$ cat config.mk
export PLATFORM = sky130hd
export DESIGN_NAME = psram_read_port
export DESIGN_NICKNAME = d
export VERILOG_FILES = /design/src/include/psram_pkg.sv /design/src/verilog/psram_read_port.sv /design/src/verilog/psram_burst_cnt.sv
export VERILOG_INCLUDE_DIRS = /design/src /design/src/include
export SDC_FILE = /design/constraint.sdc
export NUM_CORES = 1
export LEC_CHECK = 0
export BUFFER_PORTS_ARGS = -buffer_cell sky130_fd_sc_hd__buf_2
export CAP_MARGIN = 5
export CORE_ASPECT_RATIO = 0.8
export CORE_UTILIZATION = 49
export DETAILED_ROUTE_END_ITERATION = 10
export PLACE_DENSITY = 0.91
export SLEW_MARGIN = 15
export SYNTH_ARGS = -nofsm -noshare
export SYNTH_HDL_FRONTEND = slang
export SYNTH_HIERARCHICAL = 1
export SYNTH_SLANG_ARGS = --single-unit
$ cat constraint.sdc
create_clock -name core_clk -period 9.15 [get_ports core_clk]
set_clock_uncertainty 0.05 [all_clocks]
set_input_delay 1.83 -clock core_clk [delete_from_list [all_inputs] [get_ports core_clk]]
set_output_delay 1.83 -clock core_clk [all_outputs]
set_load 0.1 [all_outputs]
$ cat src/include/psram_defines.svh
// Purpose: constants for the pipelined sync sram read port
// Assumes: 40 MHz core_clk, 4 byte lanes of 8 bits, 18-bit word address
// Notes: array itself lives outside; this block is control and read path
// Contract
// - every synchronous input is captured in an input register on the rising edge
// - read data leaves through output registers clocked on the rising edge
// - burst order is chosen by sampling the burst-order select input
// - either address strobe starts an access
// - burst address advances only when burst advance is asserted
// - first address loads a two-bit wraparound counter that then steps
// - a byte lane is written only when gate and its lane select are low
// - global write overrides byte inputs and writes all four lanes
// - three clocked chip selects pick the bank; unclocked output enable drives pins
// - processor strobe is ignored while first chip select is high
// - read starts on strobe, all selects active, global write and gate high
// - on read start address goes to address register, burst logic and array
// - array data reaches output register in access cycle, driven after next edge
// - first cycle after leaving deselect keeps data pins high impedance
// - after the first cycle output enable alone decides driving
// - back-to-back single reads on consecutive edges are accepted
// - deselect at an edge floats the data pins at once; the code floats them only after the following edge
// - each low burst advance steps the counter to the next address of the order
// - data pins drive only while output enable is low
// - a detected write cycle forces data pins to high impedance
`ifndef PSRAM_DEFINES_SVH
`define PSRAM_DEFINES_SVH
`define PSRAM_ADDR_W      18
`define PSRAM_LANES       4
`define PSRAM_LANE_W      8
`define PSRAM_DATA_W      32
`define PSRAM_LOW_ADDR_W  2
`define PSRAM_ALL_LANES   4'h000F
`define PSRAM_NO_LANES    4'h0000
`define PSRAM_ONE_LOW     2'h1
`define PSRAM_ADDR_ZERO   18'h0_0000
`define PSRAM_DATA_ZERO   32'h0000_0000
`endif

$ cat src/include/psram_pkg.sv
// Purpose: types for the pipelined sync sram read port
// Assumes: psram_defines.svh constants
// Notes: access state is gray coded along deselect, read, write
`include "psram_defines.svh"
package psram_pkg;
	typedef enum logic [1:0] {
		PSRAM_DESEL = 2'h0,
		PSRAM_READ  = 2'h1,
		PSRAM_WRITE = 2'h3
	} psram_state_t;
	typedef logic [`PSRAM_LOW_ADDR_W-1:0] psram_low_t;
endpackage

$ cat src/verilog/psram_read_port.sv
// Purpose: access control and pipelined read path of a synchronous burst sram
// Assumes: array is a combinational read port outside; pins pre-resolved by bench
// Notes: reset is not part of the documented part; it only defines start-up state
`include "psram_defines.svh"
module psram_read_port
	import psram_pkg::*;
(
	input  wire logic                       core_clk,
	input  wire logic                       rst,
	input  wire logic [`PSRAM_ADDR_W-1:0]   addr_in,
	input  wire logic                       processor_addr_strobe_n,
	input  wire logic                       controller_addr_strobe_n,
	input  wire logic                       burst_advance_n,
	input  wire logic                       global_write_n,
	input  wire logic                       byte_write_gate_n,
	input  wire logic [`PSRAM_LANES-1:0]    byte_lane_select_n,
	input  wire logic                       chip_sel_first_n,
	input  wire logic                       chip_sel_second,
	input  wire logic                       chip_sel_third_n,
	input  wire logic                       output_enable_n,
	input  wire logic                       burst_order_linear,
	input  wire logic [`PSRAM_DATA_W-1:0]   data_in,
	input  wire logic [`PSRAM_DATA_W-1:0]   array_rd_data,
	output logic [`PSRAM_ADDR_W-1:0]        array_addr,
	output logic [`PSRAM_LANES-1:0]         array_wr_lanes,
	output logic [`PSRAM_DATA_W-1:0]        array_wr_data,
	output logic [`PSRAM_DATA_W-1:0]        data_out,
	output logic                            data_oe
);
	// input registers: the pins are treated as synchronous to core_clk
	logic [`PSRAM_ADDR_W-1:0] addr_reg;
	logic                     processor_addr_strobe_n_n_reg;
	logic                     controller_addr_strobe_n_n_reg;
	logic                     adv_n_reg;
	logic                     gw_n_reg;
	logic                     bwe_n_reg;
	logic [`PSRAM_LANES-1:0]  bw_n_reg;
	logic                     cs1_n_reg;
	logic                     cs2_reg;
	logic                     cs3_n_reg;
	logic                     mode_reg;
	logic [`PSRAM_DATA_W-1:0] din_reg;

	always_ff @(posedge core_clk or posedge rst) begin
		if (rst) begin
			addr_reg   <= `PSRAM_ADDR_ZERO;
			processor_addr_strobe_n_n_reg <= 1'b1;
			controller_addr_strobe_n_n_reg <= 1'b1;
			adv_n_reg  <= 1'b1;
			gw_n_reg   <= 1'b1;
			bwe_n_reg  <= 1'b1;
			bw_n_reg   <= '1;
			cs1_n_reg  <= 1'b1;
			cs2_reg    <= 1'b0;
			cs3_n_reg  <= 1'b1;
			mode_reg   <= 1'b0;
			din_reg    <= `PSRAM_DATA_ZERO;
		end else begin
			addr_reg   <= addr_in;
			processor_addr_strobe_n_n_reg <= processor_addr_strobe_n;
			controller_addr_strobe_n_n_reg <= controller_addr_strobe_n;
			adv_n_reg  <= burst_advance_n;
			gw_n_reg   <= global_write_n;
			bwe_n_reg  <= byte_write_gate_n;
			bw_n_reg   <= byte_lane_select_n;
			cs1_n_reg  <= chip_sel_first_n;
			cs2_reg    <= chip_sel_second;
			cs3_n_reg  <= chip_sel_third_n;
			mode_reg   <= burst_order_linear;
			din_reg    <= data_in;
		end
	end

	// decode of the registered controls
	logic                    all_sel;
	logic                    processor_addr_strobe_n_valid;
	logic                    strobe;
	logic                    start;
	logic                    deselect;
	logic                    is_write_in;
	logic                    start_read;
	logic                    start_write;
	logic                    cont_step;
	logic [`PSRAM_LANES-1:0] lanes_req;
	psram_low_t              burst_low;

	assign all_sel     = !cs1_n_reg && cs2_reg && !cs3_n_reg;
	assign processor_addr_strobe_n_valid  = !processor_addr_strobe_n_n_reg && !cs1_n_reg;
	assign strobe      = processor_addr_strobe_n_valid || !controller_addr_strobe_n_n_reg;
	assign start       = strobe && all_sel;
	assign deselect    = strobe && !all_sel;
	// a processor-strobe start always reads first; write starts only come with the controller strobe
	assign is_write_in = !gw_n_reg || (!bwe_n_reg && (bw_n_reg != `PSRAM_ALL_LANES));
	assign start_read  = start && (processor_addr_strobe_n_valid || (gw_n_reg && bwe_n_reg));
	assign start_write = start && !start_read;
	assign cont_step   = !strobe && !adv_n_reg;
	assign lanes_req   = !gw_n_reg ? `PSRAM_ALL_LANES :
		(!bwe_n_reg ? ~bw_n_reg : `PSRAM_NO_LANES);

	// access state
	psram_state_t state_reg;
	psram_state_t state_next;
	logic         first_reg;
	logic         first_next;
	logic         was_desel;

	assign was_desel = (state_reg == PSRAM_DESEL);

	always_comb begin
		state_next = state_reg;
		case (state_reg)
			PSRAM_DESEL: begin
				if (start_read)
					state_next = PSRAM_READ;
				else if (start_write)
					state_next = PSRAM_WRITE;
			end
			PSRAM_READ, PSRAM_WRITE: begin
				if (deselect)
					state_next = PSRAM_DESEL;
				else if (start_read)
					state_next = PSRAM_READ;
				else if (start_write || (!strobe && is_write_in))
					state_next = PSRAM_WRITE;
				else if (!strobe)
					state_next = PSRAM_READ;
			end
			default: state_next = PSRAM_DESEL;
		endcase
	end

	assign first_next = start && was_desel;

	always_ff @(posedge core_clk or posedge rst) begin
		if (rst) begin
			state_reg <= PSRAM_DESEL;
			first_reg <= 1'b0;
		end else begin
			state_reg <= state_next;
			first_reg <= first_next;
		end
	end

	psram_burst_cnt u_burst (
		.core_clk    (core_clk),
		.rst         (rst),
		.load        (start),
		.step        (cont_step),
		.linear_mode (mode_reg),
		.first_low   (addr_reg[`PSRAM_LOW_ADDR_W-1:0]),
		.low_addr    (burst_low)
	);

	// held upper address; the low bits come from the burst counter
	logic [`PSRAM_ADDR_W-1:0] hold_addr_reg;
	logic [`PSRAM_ADDR_W-1:0] hold_addr_next;
	logic                     writing;

	assign hold_addr_next = start ? addr_reg : hold_addr_reg;
	assign array_addr     = start ? addr_reg :
		{hold_addr_reg[`PSRAM_ADDR_W-1:`PSRAM_LOW_ADDR_W], burst_low};
	assign writing        = start ? start_write : ((state_reg != PSRAM_DESEL) && !strobe && is_write_in);
	assign array_wr_lanes = writing ? lanes_req : `PSRAM_NO_LANES;
	assign array_wr_data  = din_reg;

	// output register: array data at its input in the access cycle
	logic [`PSRAM_DATA_W-1:0] dout_reg;
	logic [`PSRAM_DATA_W-1:0] dout_next;
	logic                     reading;

	assign reading   = (state_reg == PSRAM_READ) || start_read || (state_reg != PSRAM_DESEL && !strobe);
	assign dout_next = (reading && !writing) ? array_rd_data : dout_reg;

	always_ff @(posedge core_clk or posedge rst) begin
		if (rst) begin
			hold_addr_reg <= `PSRAM_ADDR_ZERO;
			dout_reg      <= `PSRAM_DATA_ZERO;
		end else begin
			hold_addr_reg <= hold_addr_next;
			dout_reg      <= dout_next;
		end
	end

	assign data_out = dout_reg;
	// output enable is asynchronous by intent; state_reg and first_reg are registered, writing is decoded
	// writing is decoded from registered pins, so the float starts in the cycle the write is seen
	assign data_oe  = !output_enable_n && (state_reg == PSRAM_READ) && !first_reg && !writing;

	a_read_pipe: assert property (@(posedge core_clk) disable iff (rst)
		start_read && !deselect |=> data_out == $past(array_rd_data))
		else $error("read data not in output register one edge after start");
	a_first_float: assert property (@(posedge core_clk) disable iff (rst)
		start && was_desel |=> !data_oe)
		else $error("data pins driven in first cycle out of deselect");
	a_desel_float: assert property (@(posedge core_clk) disable iff (rst)
		deselect |=> !data_oe)
		else $error("data pins driven after deselect");
	a_oe_gates: assert property (@(posedge core_clk) disable iff (rst)
		output_enable_n |-> !data_oe)
		else $error("data pins driven with output enable high");
	a_oe_decides: assert property (@(posedge core_clk) disable iff (rst)
		state_reg == PSRAM_READ && !first_reg && !writing |-> data_oe == !output_enable_n)
		else $error("output enable does not decide drive after first cycle");
	a_write_float: assert property (@(posedge core_clk) disable iff (rst)
		start_write |=> !data_oe)
		else $error("data pins driven during write cycle");
	a_processor_addr_strobe_n_masked: assert property (@(posedge core_clk) disable iff (rst)
		cs1_n_reg && controller_addr_strobe_n_n_reg |-> !strobe && !start)
		else $error("processor strobe accepted with first select high");
	a_global_lanes: assert property (@(posedge core_clk) disable iff (rst)
		writing && !gw_n_reg |-> array_wr_lanes == `PSRAM_ALL_LANES)
		else $error("global write did not write all lanes");
	a_byte_lanes: assert property (@(posedge core_clk) disable iff (rst)
		writing && gw_n_reg |-> array_wr_lanes == (bwe_n_reg ? `PSRAM_NO_LANES : ~bw_n_reg))
		else $error("byte lanes not qualified by gate and select");
	a_back_reads: assert property (@(posedge core_clk) disable iff (rst)
		start_read ##1 start_read |=> state_reg == PSRAM_READ && !first_reg)
		else $error("back-to-back reads not accepted");
	a_load_addr: assert property (@(posedge core_clk) disable iff (rst)
		start |-> array_addr == addr_reg)
		else $error("start address not sent to array");

	c_single_read: cover property (@(posedge core_clk) disable iff (rst)
		start_read && was_desel ##2 data_oe);
	c_back_reads: cover property (@(posedge core_clk) disable iff (rst)
		start_read ##1 start_read ##1 data_oe);
	c_burst: cover property (@(posedge core_clk) disable iff (rst)
		start_read ##1 cont_step [*3]);
	c_deselect: cover property (@(posedge core_clk) disable iff (rst)
		data_oe ##1 deselect ##1 !data_oe);
endmodule

$ cat src/verilog/psram_burst_cnt.sv
// Purpose: two-bit wraparound burst counter with interleaved or linear order
// Assumes: load and step come from registered inputs of the same clock
// Notes: interleaved order is first address xor a plain step count
`include "psram_defines.svh"
module psram_burst_cnt
	import psram_pkg::*;
(
	input  wire logic       core_clk,
	input  wire logic       rst,
	input  wire logic       load,
	input  wire logic       step,
	input  wire logic       linear_mode,
	input  wire psram_low_t first_low,
	output psram_low_t      low_addr
);
	psram_low_t base_reg;
	psram_low_t count_reg;
	psram_low_t base_next;
	psram_low_t count_next;
	psram_low_t lin_addr;
	psram_low_t ilv_addr;

	assign lin_addr   = psram_low_t'(base_reg + count_reg);
	assign ilv_addr   = base_reg ^ count_reg;
	assign low_addr   = linear_mode ? lin_addr : ilv_addr;
	assign base_next  = load ? first_low : base_reg;
	assign count_next = load ? psram_low_t'(0) :
		(step ? psram_low_t'(count_reg + `PSRAM_ONE_LOW) : count_reg);

	always_ff @(posedge core_clk or posedge rst) begin
		if (rst) begin
			base_reg  <= '0;
			count_reg <= '0;
		end else begin
			base_reg  <= base_next;
			count_reg <= count_next;
		end
	end

	a_burst_holds: assert property (@(posedge core_clk) disable iff (rst)
		!load && !step |=> $stable(low_addr))
		else $error("burst address moved without advance");
	a_burst_wraps: assert property (@(posedge core_clk) disable iff (rst)
		load ##1 (step && !load) [*4] |=> low_addr == $past(low_addr, 4))
		else $error("burst counter did not wrap after four steps");
endmodule

# == After elaboration in Yosys (flattened, before gate mapping) ==
# Cells that the tools add are included.
# totals
register_bits,120
input_bits,98
out_inout_bits,87
wordCells,84
# classes
muxes,15
n_addsub,2
eq_ne,5
n_reduce_logical,42
n_bitwise,2
# ops
operator,count
1-bit logical AND,18
18-bit 2-to-1 mux,1
2-bit 2-to-1 mux,9
1-bit zero test,13
4-bit 2-to-1 mux,3
1-bit logical OR,6
5-bit != test (second input constant),1
4-bit != test (second input constant),1
4-bit NOT,1
2-bit one-hot mux with 2 select lines,1
2-bit nonzero test,2
3-bit != test (second input constant),1
2-bit by 1-bit adder with 2-bit output (second input constant),1
2-bit adder,1
2-bit by 1-bit == test with 1-bit output (second input constant),1
2-bit == test (second input constant),1
2-bit zero test,1
2-bit AND reduction,1
2-bit OR reduction,1
2-bit XOR,1
1-bit 2-to-1 mux,1

# == Longest topological paths before layout ==
# logic_depth
word_depth,12
mapped_depth,7
mapped_depth_nobuf,5

# == Modules after synthesis ==
# The synthesis kept the hierarchy.
# modules_own_cells
mod,cells_per_inst,seq_area_each_um2,area_each_um2,instances
psram_read_port,234,2866.5,3663.5,1
psram_burst_cnt,16,100.1,198.9,1

# == Worst setup path before layout ==
# No wires, ideal clock.
# synth_path
path_type,input to output
start,in output_enable_n
end,out data_oe
path_buffers,0
slack_ns,2.315
t_arrival_ns,4.955
path_stages,1
required_time_ns,7.270
path_cell_list,nor4b_1
# synth_via
elab_chain_cells,4
# synth_lines
element,line_no,rtl
start: declaration,psram_read_port.sv:20,"input wire logic output_enable_n,"
1-bit zero test,psram_read_port.sv:187,assign data_oe = !output_enable_n && (state_reg == PSRAM_READ) && !first_reg && !writing;
1-bit logical AND (3 in series),psram_read_port.sv:187,
end: declaration,psram_read_port.sv:28,output logic data_oe
# No other way between the ends.

# == Worst setup path after layout ==
# layout_path
start,reg cs1_n_reg
end,out data_oe
# layout_via
elab_chain_cells,10
word_cells_on_any_way,16
cone_classes,1 x mux; 15 x reduce/logical
# layout_lines
element,line_no,rtl
start: declaration,psram_read_port.sv:38,logic cs1_n_reg;
start signal: assignment,psram_read_port.sv:66,cs1_n_reg <= chip_sel_first_n;
1-bit zero test (*),"psram_read_port.sv:87, psram_read_port.sv:88",
1-bit logical AND (on tied branches),"psram_read_port.sv:88, psram_read_port.sv:87",
1-bit logical OR / 1-bit logical AND (equally long branches),"psram_read_port.sv:89, psram_read_port.sv:87",
1-bit logical AND,psram_read_port.sv:90,assign start = strobe && all_sel;
1-bit logical AND,psram_read_port.sv:94,assign start_read = start && (processor_addr_strobe_n_valid || (gw_n_reg && bwe_n_reg));
1-bit zero test,psram_read_port.sv:95,assign start_write = start && !start_read;
1-bit logical AND,psram_read_port.sv:95,
1-bit 2-to-1 mux (*),psram_read_port.sv:162,assign writing = start ? start_write : ((state_reg != PSRAM_DESEL) && !strobe && is_write_in);
1-bit zero test (*),psram_read_port.sv:187,
1-bit logical AND (*),psram_read_port.sv:187,
# Every way passes the cells marked *; elsewhere a longest branch is shown, timed or not.

==> results_dict.tcl <==
set metrics [dict create \
    status "finished clean" \
    tns_ns 0 \
    required_ns 7.27 \
    cp_top_family "compound AO/OA/AOI/OAI gates" \
    grt_pass1_vias 2734 \
    drt_wl_total_um 8360 \
    slew_headroom_pct 33.0 \
    syn_to_final_growth_pct 41.6 \
    critPathBufInv 2 \
    synth_area_per_cell_um2 15.4 \
    grt_pass1_wl_um 12900 \
    firstDrtPassIters 4 \
    antenna_found_initial 0 \
    post-cts-setup-buffers 0 \
    track_usage_pct 21.6 \
    worst_slew_pin_slew_ns 1.00 \
    htreeDepth 4 \
    regToRegEndpoint "data_out[14]" \
    cts_buffer_depth 2 \
    cpPeakStageDelay_ns 0.57 \
    p_per_area_nw_per_um2 400 \
    coreArea_um2 7500 \
    ios 185 \
    cts_hold_buf 0 \
    setup_viol 0 \
    min_period_over_period_pct 60.7 \
    fin_area_um2 5470 \
    drive_gt1_share_pct 56.5 \
    crit_chain "or3b_1, a21o_1, inv_1, a21boi_1, nor4b_1, buf_2" \
    cts_tree "built" \
    hold_start "addr_reg[15]" \
    grt_overflow 0 \
    rsz0062_at_grt "no" \
    drtIter0Drc 112 \
    clk_pin_slew_ns 0.06 \
    hold_depth 2 \
    period_minus_slack_ns 5.56 \
    p_leak_nw 2.81 \
    arrival_ns 3.68 \
    insertion_delay_ns 0.49 \
    r2r_slack_ns 6.39 \
    ctsResizeCount 0 \
    crit_type "flip-flop to output pin" \
    synthCells 250 \
    rows 28 \
    drtAntennaViolNets 0 \
    cap_violations 0 \
    clockRootBuffer "clkbuf_8" \
    synthTopCellsByArea "dfrtp_1 (69%), mux2_2 (8.5%), dfstp_2 (7.5%)" \
    slew_viol_final 0 \
    synth_area_um2 3860 \
    gp_congestion 0.780 \
    r2r_cells 4 \
    ys_seq_area_share_pct 76.8 \
    die_area_um2 8240 \
    dieWidth_um 101 \
    slowest_stage "a21o_1" \
    wl_per_cell_um 14.8 \
    hold_path.class "flip-flop to flip-flop" \
    vdd_drop_max_mv 0.245 \
    avgViaCountPerCell 4.79 \
    num_vias 2704 \
    synth_nets 349 \
    worst_setup_path_end_kind "output pin" \
    dpl_cell_area_um2 4870 \
    dp_hpwl_um 5630 \
    hold_viol 0 \
    chipHeight_um 81.4 \
    yosysWarnings 6 \
    yosysTopAreaCellShare_pct 69.3 \
    start_util_pct 51.5 \
    yosysUniqueCellTypes 31 \
    max_clock_freq_mhz 180 \
    grt_max_degree 62 \
    hold_end "hold_addr_reg[15]" \
    worstReg2RegStart "cs1_n_reg" \
    clkSinkCount 118 \
    ys_ff_latch 118 \
    fin_nets 546 \
    portBuffers 184 \
    cp_max_fo 23 \
    drcViolationCount 0 \
    insertedDiodeCount 0 \
    numCtsBuffers 17 \
    crit_path_start_kind "flip-flop" \
    synth_top_area_cell "dfrtp_1" \
]
==> worst max-delay path by stage <==
stage | startpoint | cells past startpoint | slack (ns) | to
floorplan | output_enable_n | 1 | 2.31 | data_oe
global placement | cs1_n_reg | 6 | 4.21 | data_oe
detailed placement | cs1_n_reg | 6 | 4.14 | data_oe
CTS | cs1_n_reg | 6 | 3.54 | data_oe
global route | cs1_n_reg | 6 | 3.25 | data_oe
finish | cs1_n_reg | 6 | 3.59 | data_oe
==> power breakdown <==
group	internal, mW	switching [mW]	leakage (nW)	total (mW)
Clock	0.417	0.236	0.274	0.653
Sequential	0.615	0.0421	1.38	0.657
Combinational	0.137	0.739	1.15	0.877
Total	1.17	1.02	2.81	2.19
==> worst min-delay path, cell delays in order, from the launching register on <==
cell and delay (ns):
dfrtp_1 0.32, nand2_1 0.04, nand2_1 0.06
==> per-layer routing <==
metal / share of wire [%] / track usage, % / wire [µm] / vias up
met4: 2.3 / 9.57 / 189 / 0
met2: 51 / 36.7 / 4230 / 154
li1: - / - / - / 1227
met5: 0 / 0 / 0 / -
met1: 38 / 24.8 / 3210 / 1299
met3: 8.7 / 8.00 / 731 / 24
==> cells in the final DEF (no fill, tap or decap), types with 2 or more instances in the layout <==
cell and count:
inv_6 3, mux2_2 29, a21oi_1 4, buf_2 184, o21ai_0 2, dfstp_2 11, mux2_1 5, a21o_1 2
clkinvlp_4 5, bufinv_16 3, nor2_1 4, nand2_1 56, xnor2_1 2, inv_1 3, clkinv_4 2, clkbuf_16 16
dfrtp_1 107
==> cell usage after synthesis <==
| cell | count |
|---|---|
| xor2_1 | 1 |
| or3b_1 | 1 |
| dfrtp_1 | 107 |
| nand2_1 | 56 |
| dfstp_2 | 11 |
| a21oi_2 | 1 |
| inv_1 | 4 |
| o2bb2ai_1 | 1 |
| buf_2 | 2 |
| a31oi_4 | 1 |
| mux2_1 | 5 |
| a2bb2oi_1 | 1 |
| mux2_2 | 29 |
| nor3_1 | 1 |
| a21boi_1 | 1 |
| ha_1 | 1 |
| a21bo_1 | 1 |
| a211o_1 | 1 |
| a21o_1 | 2 |
| a211oi_2 | 1 |
| nor2_1 | 4 |
| clkbuf_1 | 2 |
| nand2b_1 | 1 |
| buf_6 | 3 |
| nand3b_1 | 1 |
| o21ai_0 | 2 |
| and4_1 | 1 |
| a21oi_1 | 4 |
| xnor2_1 | 2 |
| nor4b_1 | 1 |
| a31oi_1 | 1 |
==> stage by stage <==
stage	util (%)	hold slack [ns]	std cells	setup WS (ns)	power (mW)
after floorplan	-	0.414	250	2.31	1.41
after global placement	65.0	0.393	533	4.21	1.53
after detailed placement	65.0	0.400	533	4.14	1.54
after CTS	72.9	0.422	565	3.54	2.20
after global routing	72.9	0.448	565	3.25	2.26
final	72.9	0.414	565	3.59	2.19
==> logic make-up after synthesis <==
family | Yosys count | synth area share, %
buffers and inverters | 11 | 1.72
AND/OR/NAND/NOR | 66 | 7.00
AO/OA/AOI/OAI | 17 | 3.56
adder cells (fa/ha/maj) | 1 | 0.324
XOR/XNOR | 3 | 0.680
multiplexers | 34 | 9.91
flip-flops | 118 | 76.8
==> cell type report <==
| class | instances | area, µm² |
|---|---|---|
| clock buffer | 18 | 418 |
| clock inverter | 14 | 176 |
| fill | 490 | 2030 |
| inverter | 4 | 17.5 |
| multi-input combinational | 121 | 830 |
| sequential | 118 | 2970 |
| tap | 105 | 131 |
| timing repair buffer | 185 | 928 |
Note: power is estimated with default switching activity, not from simulation.
